--- src/i2c_slave_pkg.sv ---
// Purpose: Shared constants and types for the tick-stepped I2C slave engine
// Assumes: 25 MHz system clock, plain register port with byte addresses
// Notes:   Register word at byte address = index * 4
package i2c_slave_pkg;

    localparam int CLK_PERIOD_NS = 40;
    localparam int TICK_PERIOD_NS = 1000;
    // Longest step period, rounded down, never below one cycle
    localparam int TICK_CYCLES = (TICK_PERIOD_NS / CLK_PERIOD_NS < 1) ? 1 : TICK_PERIOD_NS / CLK_PERIOD_NS;

    localparam logic [3:0] BIT_COUNT_PRESET = 4'h8;
    localparam int STORE_DEPTH_MAX = 16;

    localparam logic [7:0] ADDR_CTRL = 8'h00;
    localparam logic [7:0] ADDR_STATUS = 8'h04;
    localparam logic [7:0] ADDR_RX_DATA = 8'h08;
    localparam logic [7:0] ADDR_TX_DATA = 8'h0C;
    localparam logic [7:0] ADDR_STORE_COUNT = 8'h10;
    localparam logic [7:0] ADDR_STORE_BASE = 8'h40;

    localparam int CTRL_STORE_MODE_BIT = 8;
    localparam int CTRL_INIT_BIT = 9;
    localparam int ST_RX_BIT = 0;
    localparam int ST_EVENT_BIT = 1;
    localparam int ST_READING_BIT = 2;
    localparam int ST_TX_VALID_BIT = 3;
    localparam int ST_STARVED_BIT = 4;
    localparam int ST_BUSY_BIT = 5;

    localparam logic [6:0] SLAVE_ADDR_RESET = 7'h20;
    localparam logic [4:0] STORE_COUNT_RESET = 5'h10;

    typedef enum logic [11:0] {
        st_quiet             = 12'h001,
        st_await_clock_low   = 12'h002,
        st_prep_addr_capture = 12'h004,
        st_shift_in          = 12'h008,
        st_addr_check        = 12'h010,
        st_drive_ack         = 12'h020,
        st_prep_data_capture = 12'h040,
        st_return_quiet      = 12'h080,
        st_store_rx          = 12'h100,
        st_prep_shift_out    = 12'h200,
        st_shift_out         = 12'h400,
        st_sample_ack        = 12'h800
    } main_state_t;

endpackage

--- src/line_sync.sv ---
// Purpose: Two-flop synchroniser for one bus line sample
// Assumes: Line idles high, so both flops reset high
// Notes:   First flop is read only by the second
`timescale 1ns/1ns
`default_nettype none
module line_sync (
    input  wire logic clk,
    input  wire logic reset,
    input  wire logic line_in,
    output logic      line_out
);
    logic meta_reg;

    always_ff @(posedge clk) begin
        if (reset) begin
            meta_reg <= 1'b1;
            line_out <= 1'b1;
        end else begin
            meta_reg <= line_in;
            line_out <= meta_reg;
        end
    end
endmodule // line_sync
`default_nettype wire

--- src/i2c_slave_engine.sv ---
// Purpose: I2C slave engine stepped by a periodic tick, with a register port
// Assumes: Open-drain pins resolved outside; one 25 MHz clock, sync reset
// Notes:   Address byte compare on bits 7:1, direction in bit 0
//
// Functional notes
// [RULE1] Answer only the configured slave address; ignore all others.
// [RULE2] Keep a readable store of at most 16 outgoing words.
// [RULE3] Local logic clears the receive flag after consuming the byte.
// [RULE4] Provide a master-reading indication; low means master writes.
// [RULE5] Local logic loads transmit byte, then sets valid; next read sends it.
// [RULE6] Without valid data on a read, flag starvation and hold SCL low.
// [RULE7] Stay quiet until the start detector sees a start.
// [RULE8] After a start, wait for SCL low before address capture.
// [RULE9] Preset bit counter to 8; advance after eight bits shifted in.
// [RULE10] Check address; choose receive or transmit by direction bit, else quiet.
// [RULE11] Acknowledge by holding SDA low over one master SCL pulse.
// [RULE12] Copy received byte to holding register; set event and receive flags.
// [RULE13] Transmit loaded byte one bit per SCL clock, counter preset to 8.
// [RULE14] After each sent byte, ACK sends next byte, no ACK goes quiet.
// [RULE15] Step on a periodic tick fast enough for a 100 kHz bus.
// [RULE16] Initialisation sets all engine state to known values.
// [RULE17] Start is SDA falling with SCL high; stop is SDA rising with SCL high.
// [RULE18] Bytes move most significant bit first both ways.
// [RULE19] A stop in any state returns to quiet and releases both lines.
// [RULE20] Drive lines only low or released; synchronise both line samples.
`timescale 1ns/1ns
`default_nettype none
module i2c_slave_engine #(
    parameter int STORE_DEPTH = 16
) (
    input  wire logic        clk,
    input  wire logic        reset,
    input  wire logic [7:0]  reg_addr,
    input  wire logic [31:0] reg_wdata,
    input  wire logic        reg_write,
    input  wire logic        reg_read,
    output logic      [31:0] reg_rdata,
    input  wire logic        data_line_pin_in,
    output logic             data_line_pin_out,
    output logic             data_line_pin_oe_n,
    input  wire logic        clock_line_pin_in,
    output logic             clock_line_pin_out,
    output logic             clock_line_pin_oe_n
);
    initial begin
        if (STORE_DEPTH < 1 || STORE_DEPTH > i2c_slave_pkg::STORE_DEPTH_MAX)
            $error("STORE_DEPTH must be 1..16");
    end

    ////////////////////////////////////////////////////////////////////////////
    // Line sampling and step tick
    logic sda_s;
    logic scl_s;
    logic sda_prev_reg;
    logic scl_prev_reg;
    logic [4:0] tick_cnt_reg;
    logic tick;

    line_sync sda_sync (.clk(clk), .reset(reset), .line_in(data_line_pin_in), .line_out(sda_s)); // RULE20
    line_sync scl_sync (.clk(clk), .reset(reset), .line_in(clock_line_pin_in), .line_out(scl_s)); // RULE20

    assign tick = (tick_cnt_reg == 5'(i2c_slave_pkg::TICK_CYCLES - 1)); // RULE15

    always_ff @(posedge clk) begin
        if (reset || tick) tick_cnt_reg <= 5'h00;
        else tick_cnt_reg <= tick_cnt_reg + 5'h01;
    end

    always_ff @(posedge clk) begin
        if (reset) begin
            sda_prev_reg <= 1'b1;
            scl_prev_reg <= 1'b1;
        end else if (tick) begin
            sda_prev_reg <= sda_s;
            scl_prev_reg <= scl_s;
        end
    end

    // Bus condition detector, evaluated at step rate on synchronised lines
    wire start_seen = tick && sda_prev_reg && !sda_s && scl_prev_reg && scl_s; // RULE17
    wire stop_seen  = tick && !sda_prev_reg && sda_s && scl_prev_reg && scl_s; // RULE17
    wire scl_rise   = !scl_prev_reg && scl_s;
    wire scl_fall   = scl_prev_reg && !scl_s;

    ////////////////////////////////////////////////////////////////////////////
    // Register port decode
    logic [6:0] slave_addr_reg;
    logic       store_mode_reg;
    logic [4:0] store_count_reg;
    logic [7:0] tx_holding_reg;
    logic [7:0] rx_holding_reg;
    logic       byte_received_flag;
    logic       slave_event_flag;
    logic       tx_valid_flag;
    logic       tx_starved_flag;
    logic       master_reading_flag;
    logic [7:0] store_mem [STORE_DEPTH];

    wire wr_ctrl   = reg_write && (reg_addr == i2c_slave_pkg::ADDR_CTRL);
    wire wr_status = reg_write && (reg_addr == i2c_slave_pkg::ADDR_STATUS);
    wire wr_tx     = reg_write && (reg_addr == i2c_slave_pkg::ADDR_TX_DATA);
    wire wr_count  = reg_write && (reg_addr == i2c_slave_pkg::ADDR_STORE_COUNT);
    wire in_store  = (reg_addr >= i2c_slave_pkg::ADDR_STORE_BASE) &&
                     (reg_addr < i2c_slave_pkg::ADDR_STORE_BASE + 8'(STORE_DEPTH * 4)) &&
                     (reg_addr[1:0] == 2'h0);
    wire [3:0] store_sel = 4'((reg_addr - i2c_slave_pkg::ADDR_STORE_BASE) >> 2);
    // Soft initialisation strobe resets the state machine, flags and receive byte like reset, but not the configuration, transmit byte or tick
    wire engine_initialise = reset || (wr_ctrl && reg_wdata[i2c_slave_pkg::CTRL_INIT_BIT]); // RULE16
    wire clr_rx    = wr_status && reg_wdata[i2c_slave_pkg::ST_RX_BIT]; // RULE3
    wire clr_event = wr_status && reg_wdata[i2c_slave_pkg::ST_EVENT_BIT];
    wire set_valid = wr_status && reg_wdata[i2c_slave_pkg::ST_TX_VALID_BIT]; // RULE5

    i2c_slave_pkg::main_state_t main_state_reg;
    i2c_slave_pkg::main_state_t state_next;
    i2c_slave_pkg::main_state_t after_ack_reg;
    i2c_slave_pkg::main_state_t after_ack_next;

    wire [31:0] status_word = {26'h0000000, (main_state_reg != i2c_slave_pkg::st_quiet), tx_starved_flag,
                               tx_valid_flag, master_reading_flag, slave_event_flag, byte_received_flag};
    wire [31:0] ctrl_word = {23'h000000, store_mode_reg, 1'b0, slave_addr_reg};
    wire [31:0] read_mux =
        (reg_addr == i2c_slave_pkg::ADDR_CTRL)        ? ctrl_word :
        (reg_addr == i2c_slave_pkg::ADDR_STATUS)      ? status_word :
        (reg_addr == i2c_slave_pkg::ADDR_RX_DATA)     ? {24'h000000, rx_holding_reg} :
        (reg_addr == i2c_slave_pkg::ADDR_TX_DATA)     ? {24'h000000, tx_holding_reg} :
        (reg_addr == i2c_slave_pkg::ADDR_STORE_COUNT) ? {27'h0000000, store_count_reg} :
        in_store                                      ? {24'h000000, store_mem[store_sel]} : 32'h00000000;

    always_ff @(posedge clk) begin
        if (reset) reg_rdata <= 32'h00000000;
        else reg_rdata <= reg_read ? read_mux : 32'h00000000;
    end

    always_ff @(posedge clk) begin
        if (reset) begin
            slave_addr_reg <= i2c_slave_pkg::SLAVE_ADDR_RESET;
            store_mode_reg <= 1'b0;
            store_count_reg <= i2c_slave_pkg::STORE_COUNT_RESET;
            tx_holding_reg <= 8'h00;
        end else begin
            if (wr_ctrl) slave_addr_reg <= reg_wdata[6:0];
            if (wr_ctrl) store_mode_reg <= reg_wdata[i2c_slave_pkg::CTRL_STORE_MODE_BIT];
            if (wr_count) store_count_reg <= reg_wdata[4:0];
            if (wr_tx) tx_holding_reg <= reg_wdata[7:0]; // RULE5
        end
    end

    // Store words carry no reset; software fills them before use
    always_ff @(posedge clk) begin
        if (reg_write && in_store) store_mem[store_sel] <= reg_wdata[7:0]; // RULE2
    end

    ////////////////////////////////////////////////////////////////////////////
    // Engine state machine
    logic [1:0] minor_state_reg;
    logic [1:0] minor_next;
    logic [3:0] bit_counter;
    logic [3:0] count_next;
    logic [7:0] shift_reg;
    logic [7:0] shift_next;
    logic       addr_phase_reg;
    logic       addr_phase_next;
    logic       sda_drive_reg;
    logic       sda_drive_next;
    logic       scl_drive_reg;
    logic       scl_drive_next;
    logic       reading_next;
    logic       starved_next;
    logic [3:0] store_idx_reg;
    logic [3:0] store_idx_next;
    logic       rx_done;
    logic       valid_used;

    wire addr_match = (shift_reg[7:1] == slave_addr_reg);
    wire [4:0] store_limit = (store_count_reg == 5'h00 || store_count_reg > 5'(STORE_DEPTH)) ?
                             5'(STORE_DEPTH) : store_count_reg;
    wire [3:0] idx_wrap = (5'(store_idx_reg) + 5'h01 >= store_limit) ? 4'h0 : store_idx_reg + 4'h1;

    always_comb begin
        state_next = main_state_reg;
        after_ack_next = after_ack_reg;
        minor_next = minor_state_reg;
        count_next = bit_counter;
        shift_next = shift_reg;
        addr_phase_next = addr_phase_reg;
        sda_drive_next = sda_drive_reg;
        scl_drive_next = scl_drive_reg;
        reading_next = master_reading_flag;
        starved_next = tx_starved_flag;
        store_idx_next = store_idx_reg;
        rx_done = 1'b0;
        valid_used = 1'b0;
        unique case (main_state_reg)
            i2c_slave_pkg::st_quiet: begin
                if (start_seen) state_next = i2c_slave_pkg::st_await_clock_low; // RULE7
            end
            i2c_slave_pkg::st_await_clock_low: begin
                if (!scl_s) state_next = i2c_slave_pkg::st_prep_addr_capture; // RULE8
            end
            i2c_slave_pkg::st_prep_addr_capture: begin
                count_next = i2c_slave_pkg::BIT_COUNT_PRESET; // RULE9
                addr_phase_next = 1'b1;
                state_next = i2c_slave_pkg::st_shift_in;
            end
            i2c_slave_pkg::st_prep_data_capture: begin
                count_next = i2c_slave_pkg::BIT_COUNT_PRESET; // RULE9
                addr_phase_next = 1'b0;
                state_next = i2c_slave_pkg::st_shift_in;
            end
            i2c_slave_pkg::st_shift_in: begin
                if (scl_rise) begin
                    shift_next = {shift_reg[6:0], sda_s}; // RULE18
                    count_next = bit_counter - 4'h1;
                    if (bit_counter == 4'h1) // RULE9
                        state_next = addr_phase_reg ? i2c_slave_pkg::st_addr_check : i2c_slave_pkg::st_store_rx;
                end
            end
            i2c_slave_pkg::st_addr_check: begin
                minor_next = 2'h0;
                if (addr_match) begin // RULE1
                    reading_next = shift_reg[0]; // RULE4
                    after_ack_next = shift_reg[0] ? i2c_slave_pkg::st_prep_shift_out :
                                                    i2c_slave_pkg::st_prep_data_capture; // RULE10
                    state_next = i2c_slave_pkg::st_drive_ack;
                end else begin
                    state_next = i2c_slave_pkg::st_return_quiet; // RULE10
                end
            end
            i2c_slave_pkg::st_store_rx: begin
                rx_done = 1'b1; // RULE12
                minor_next = 2'h0;
                after_ack_next = i2c_slave_pkg::st_prep_data_capture;
                state_next = i2c_slave_pkg::st_drive_ack;
            end
            i2c_slave_pkg::st_drive_ack: begin
                // Wait out the eighth clock high, hold SDA low over one full pulse
                if (minor_state_reg == 2'h0 && !scl_s) begin
                    sda_drive_next = 1'b1; // RULE11
                    minor_next = 2'h1;
                end else if (minor_state_reg == 2'h1 && scl_rise) begin
                    minor_next = 2'h2;
                end else if (minor_state_reg == 2'h2 && scl_fall) begin
                    sda_drive_next = 1'b0;
                    state_next = after_ack_reg;
                end
            end
            i2c_slave_pkg::st_prep_shift_out: begin
                count_next = i2c_slave_pkg::BIT_COUNT_PRESET; // RULE13
                minor_next = 2'h1;
                if (store_mode_reg) begin
                    shift_next = store_mem[store_idx_reg]; // RULE2
                    store_idx_next = idx_wrap;
                    sda_drive_next = !store_mem[store_idx_reg][7];
                    state_next = i2c_slave_pkg::st_shift_out;
                end else if (tx_valid_flag) begin
                    shift_next = tx_holding_reg; // RULE5
                    valid_used = 1'b1;
                    starved_next = 1'b0;
                    scl_drive_next = 1'b0;
                    sda_drive_next = !tx_holding_reg[7]; // RULE20
                    state_next = i2c_slave_pkg::st_shift_out;
                end else begin
                    starved_next = 1'b1; // RULE6
                    scl_drive_next = 1'b1; // RULE6
                end
            end
            i2c_slave_pkg::st_shift_out: begin
                if (minor_state_reg == 2'h1 && scl_rise) begin
                    minor_next = 2'h2;
                end else if (minor_state_reg == 2'h2 && scl_fall) begin
                    count_next = bit_counter - 4'h1; // RULE13
                    minor_next = 2'h1;
                    if (bit_counter == 4'h1) begin
                        sda_drive_next = 1'b0;
                        minor_next = 2'h0;
                        state_next = i2c_slave_pkg::st_sample_ack;
                    end else begin
                        shift_next = {shift_reg[6:0], 1'b0};
                        sda_drive_next = !shift_reg[6]; // RULE18
                    end
                end
            end
            i2c_slave_pkg::st_sample_ack: begin
                if (minor_state_reg == 2'h0 && scl_rise) begin
                    minor_next = sda_s ? 2'h2 : 2'h1;
                end else if (minor_state_reg != 2'h0 && scl_fall) begin
                    state_next = (minor_state_reg == 2'h1) ? i2c_slave_pkg::st_prep_shift_out :
                                                             i2c_slave_pkg::st_return_quiet; // RULE14
                end
            end
            i2c_slave_pkg::st_return_quiet: begin
                sda_drive_next = 1'b0;
                scl_drive_next = 1'b0;
                starved_next = 1'b0;
                state_next = i2c_slave_pkg::st_quiet;
            end
            default: begin
                state_next = i2c_slave_pkg::st_return_quiet;
            end
        endcase
        // Repeated start restarts address capture; stop always wins
        if (start_seen && main_state_reg != i2c_slave_pkg::st_quiet) begin
            state_next = i2c_slave_pkg::st_await_clock_low;
            sda_drive_next = 1'b0;
            scl_drive_next = 1'b0;
        end
        if (stop_seen) begin
            state_next = i2c_slave_pkg::st_quiet; // RULE19
            sda_drive_next = 1'b0; // RULE19
            scl_drive_next = 1'b0; // RULE19
            starved_next = 1'b0;
        end
    end

    always_ff @(posedge clk) begin
        if (engine_initialise) begin // RULE16
            main_state_reg <= i2c_slave_pkg::st_quiet;
            after_ack_reg <= i2c_slave_pkg::st_quiet;
            minor_state_reg <= 2'h0;
            bit_counter <= 4'h0;
            shift_reg <= 8'h00;
            addr_phase_reg <= 1'b0;
            sda_drive_reg <= 1'b0;
            scl_drive_reg <= 1'b0;
            master_reading_flag <= 1'b0;
            tx_starved_flag <= 1'b0;
            store_idx_reg <= 4'h0;
        end else if (tick) begin // RULE15
            main_state_reg <= state_next;
            after_ack_reg <= after_ack_next;
            minor_state_reg <= minor_next;
            bit_counter <= count_next;
            shift_reg <= shift_next;
            addr_phase_reg <= addr_phase_next;
            sda_drive_reg <= sda_drive_next;
            scl_drive_reg <= scl_drive_next;
            master_reading_flag <= reading_next;
            tx_starved_flag <= starved_next;
            store_idx_reg <= store_idx_next;
        end
    end

    // Hardware set beats software clear in the same cycle
    always_ff @(posedge clk) begin
        if (engine_initialise) begin
            byte_received_flag <= 1'b0;
            slave_event_flag <= 1'b0;
            tx_valid_flag <= 1'b0;
            rx_holding_reg <= 8'h00;
        end else begin
            if (tick && rx_done) rx_holding_reg <= shift_reg; // RULE12
            byte_received_flag <= (tick && rx_done) || (byte_received_flag && !clr_rx); // RULE12
            slave_event_flag <= (tick && rx_done) || (slave_event_flag && !clr_event); // RULE12
            tx_valid_flag <= set_valid || (tx_valid_flag && !(tick && valid_used)); // RULE5
        end
    end

    // Open drain: output level fixed low, only the enable moves
    assign data_line_pin_out = 1'b0; // RULE20
    assign clock_line_pin_out = 1'b0; // RULE20
    assign data_line_pin_oe_n = !sda_drive_reg; // RULE20
    assign clock_line_pin_oe_n = !scl_drive_reg; // RULE20
endmodule // i2c_slave_engine
`default_nettype wire

--- config.mk ---
export PLATFORM = sky130hd
export DESIGN_NAME = i2c_slave_engine
export DESIGN_NICKNAME = d
export VERILOG_FILES = /design/src/i2c_slave_pkg.sv /design/src/line_sync.sv /design/src/i2c_slave_engine.sv
export SDC_FILE = /design/constraint.sdc
export NUM_CORES = 1
export LEC_CHECK = 0
export BUFFER_PORTS_ARGS = -buffer_cell sky130_fd_sc_hd__buf_2
export CAP_MARGIN = 30
export CORE_UTILIZATION = 61
export DETAILED_ROUTE_END_ITERATION = 10
export PLACE_DENSITY = 0.78
export SLEW_MARGIN = 20
export SYNTH_ARGS = -nofsm -noshare
export SYNTH_HDL_FRONTEND = slang
export SYNTH_SLANG_ARGS = --single-unit
--- constraint.sdc ---
create_clock -name clk -period 3.2 [get_ports clk]
set_input_delay 0.32 -clock clk [delete_from_list [all_inputs] [get_ports clk]]
set_output_delay 0.32 -clock clk [all_outputs]
set_load 0.05 [all_outputs]
==> flow_metrics.env <==
export IMPL_grt_pass1_wl_um=42700
export IMPL_syn_area_per_cell_um2=12.4
export IMPL_syn_inst=900
export IMPL_final_cell_mix="edfxtp_1, dfxtp_1, mux4_2"
export IMPL_seqPwrFrac_pct=47.7
export IMPL_diodes=0
export IMPL_yosys_area_share_simple_pct=13.2
export IMPL_slew_violations=0
export IMPL_dieHeight_um=137
export IMPL_pwr_share_clk_pct=47.5
export IMPL_p_sw_mw=1.36
export IMPL_placed_cell_area_mm2=0.0116
export IMPL_fin_skew_ns=0.0202
export IMPL_rsz0062_at_grt="false"
export IMPL_setup_tns_ns=0
export IMPL_cp_data_arrival_time_ns=3.28
export IMPL_synth_distinct_cells=71
export IMPL_nets=998
export IMPL_p_comb_share_pct=4.9
export IMPL_clk_path_buf_depth=3
export IMPL_final_common_cell="edfxtp_1"
export IMPL_synth_edf_count=128
export IMPL_synth_top_cell_by_area="edfxtp_1"
export IMPL_cp_start_kind="register"
export IMPL_cp_max_fo=10
export IMPL_port_buffers=34
export IMPL_synth_seq_cells=222
export IMPL_swShare_pct=21.3
export IMPL_cts_htree_levels=1
export IMPL_final_util_pct=69.5
export IMPL_vias=7831
export IMPL_async_flop_share_pct=0
export IMPL_cts_buffers=24
export IMPL_seq_area_frac_synth_pct=51.3
export IMPL_grt_overflow=0
export IMPL_cts_root_buf="clkbuf_16"
export IMPL_synth_xor_area_share_pct=1.10
export IMPL_power_density_mw_per_mm2=510
export IMPL_firstDrtPassIters=5
export IMPL_io_pins=82
export IMPL_synthFlopType="edfxtp_1"
export IMPL_drc=0
export IMPL_fin_crit_ns=2.85
export IMPL_synth_area_leaders="edfxtp_1, dfxtp_1, mux4_2, mux2i_1, nor2_1"
export IMPL_largest_reg_flops=128
export IMPL_grt_pass1_vias=7633
export IMPL_worstMarginPinSlew_ns=0.842
export IMPL_vias_per_cell=6.60
export IMPL_core_mm2=0.0180
export IMPL_grt_max_degree=36
export IMPL_clock_sinks=222
export IMPL_clk_latency_ns=0.53
export IMPL_synthToLayoutAreaGrowth_pct=11.9
export IMPL_wire_per_inst_um=23.0
export IMPL_vdd_drop_max_uv=534
export IMPL_rows=49
export IMPL_clk_pin_slew_ns=0.06
export IMPL_post_dp_hpwl_um=18700
export IMPL_netlist_area_leader_share_pct=34.4
export IMPL_initial_core_util_pct=62.1
export IMPL_ant_nets=0
export IMPL_track_usage_pct=30.5
export IMPL_synth_area_mux_share_pct=20.0
export IMPL_synth_compound_area_share_pct=8.41
export IMPL_drt_wl_total_um=27300
export IMPL_synth_top_family_by_area="multiplexers"
export IMPL_worstPathRequired_ns=3.64
export IMPL_stdcell_area_mm2=0.0125
export IMPL_whs_ns=0.0820
export IMPL_min_path_type="in -> reg"
export IMPL_netlist_area_mm2=0.0112
export IMPL_drt_iter0_markers=929
export IMPL_layout_setup_ws_ns=0.355
export IMPL_status="complete, no violations"
export IMPL_p_leak_nw=4.47
export IMPL_dp_slack_ns=0.412
export IMPL_final_layout_size_suffix_gt1_share_pct=23.3
export IMPL_max_cap_violations=0
export IMPL_setup_viol=0
export IMPL_gp_congestion=0.926
export IMPL_die_area_mm2=0.0188
export IMPL_endpoint_kind="register"
export IMPL_synth_adder_area_share_pct=1.23
export IMPL_tritoncts="built"
export IMPL_yosysWarnings=0
export IMPL_fin_crit_sh_pct=88.9
export IMPL_antenna_found_initial=0
export IMPL_hold_violations=0
export IMPL_p_int_mw=5.00
export IMPL_fmax_ghz=0.351
export IMPL_timing_worst_setup_path_type="reg -> reg"
export IMPL_die_x_um=137
export IMPL_max_slew_margin_rel_pct=43.8
==> power groups by stage <==
stage | clock [mW] | sequential, mW | combinational [mW]
3_3_place_gp | 0 | 3.09 | 0.297
3_5_place_dp | 0 | 3.09 | 0.302
6_report | 3.02 | 3.03 | 0.310
2_1_floorplan | 0 | 3.09 | 0.229
5_1_grt | 3.15 | 3.03 | 0.328
4_1_cts | 3.06 | 3.03 | 0.307
==> repair_timing <==
action | 4_1_cts | 5_1_grt
setup buffers | 0 | 0
hold buffers | 2 | 0
endpoints found under the hold margin | 2 | 0
gates resized for setup | 0 | 0
==> stage by stage <==
stage	instances	power, mW
6_report	1187	6.36
5_1_grt	1187	6.51
4_1_cts	1186	6.39
3_5_place_dp	1141	3.40
3_3_place_gp	1141	3.39
2_1_floorplan	924	3.32
==> synthesized netlist by cell type, drive strengths merged, types with 5 or more instances <==
cell type  count
or4            8
a211o          5
clkbuf        37
nor2b         10
nand4         16
a21oi         43
dfxtp         94
nor3          10
o21ai         31
nor2          76
nor4          11
mux2i         42
o21a           5
xor2          11
or3            8
buf           47
mux4          79
edfxtp       128
nand2b        13
a21o           6
and3           5
a211oi         5
o22ai          5
nand2         64
ha            11
inv           22
nand3         21
or2           12
a221oi         8
==> kinds of logic after synthesis <==
group	Yosys count
compound gates	142
xor+xnor	14
fa+ha+maj	11
buf+inv	106
flops	222
mux	124
other cells	1
simple gates	280
==> critical path, cell delays in order, from the launching register on <==
cell and delay [ns]:
dfxtp_1 0.31, buf_4 0.17, nor4_2 0.57, a31oi_1 0.24, o21ai_0 0.63, o41ai_1 0.27
clkbuf_2 0.20, nand2_4 0.17, mux2i_1 0.20
==> per-layer routing <==
layer	GRT usage [%]	up-vias	part of all wire [%]
li1	-	3492	-
met1	39.9	3883	39
met2	51.8	388	50
met3	4.78	68	7.7
met4	10.6	0	3.0
met5	0	-	0
==> area by class of cell <==
| cell class | count | area [um^2] |
|---|---|---|
| clock buffer | 26 | 618 |
| clock inverter | 17 | 254 |
| fill | 1218 | 5480 |
| inverter | 22 | 82.6 |
| multi-input combinational | 596 | 5010 |
| sequential | 222 | 5730 |
| tap | 229 | 287 |
| timing repair buffer | 75 | 505 |
==> path summary, 6_finish.rpt <==
kind | from | end | slack (ns) | depth (start not counted)
worst max-delay path | main_state_reg[8]$_SDFFE_PP0P_ | main_state_reg[10]$_SDFFE_PP0P_ | 0.35 | 8
worst max register to register | main_state_reg[8]$_SDFFE_PP0P_ | main_state_reg[10]$_SDFFE_PP0P_ | 0.35 | 8
worst min register to register | sda_sync.meta_reg$_SDFF_PP1_ | sda_sync.line_out$_SDFF_PP1_ | 0.42 | 1
worst min-delay path | reg_wdata[8] | store_mode_reg$_SDFFE_PP0P_ | 0.08 | 3
(Power assumes the default switching activity.)
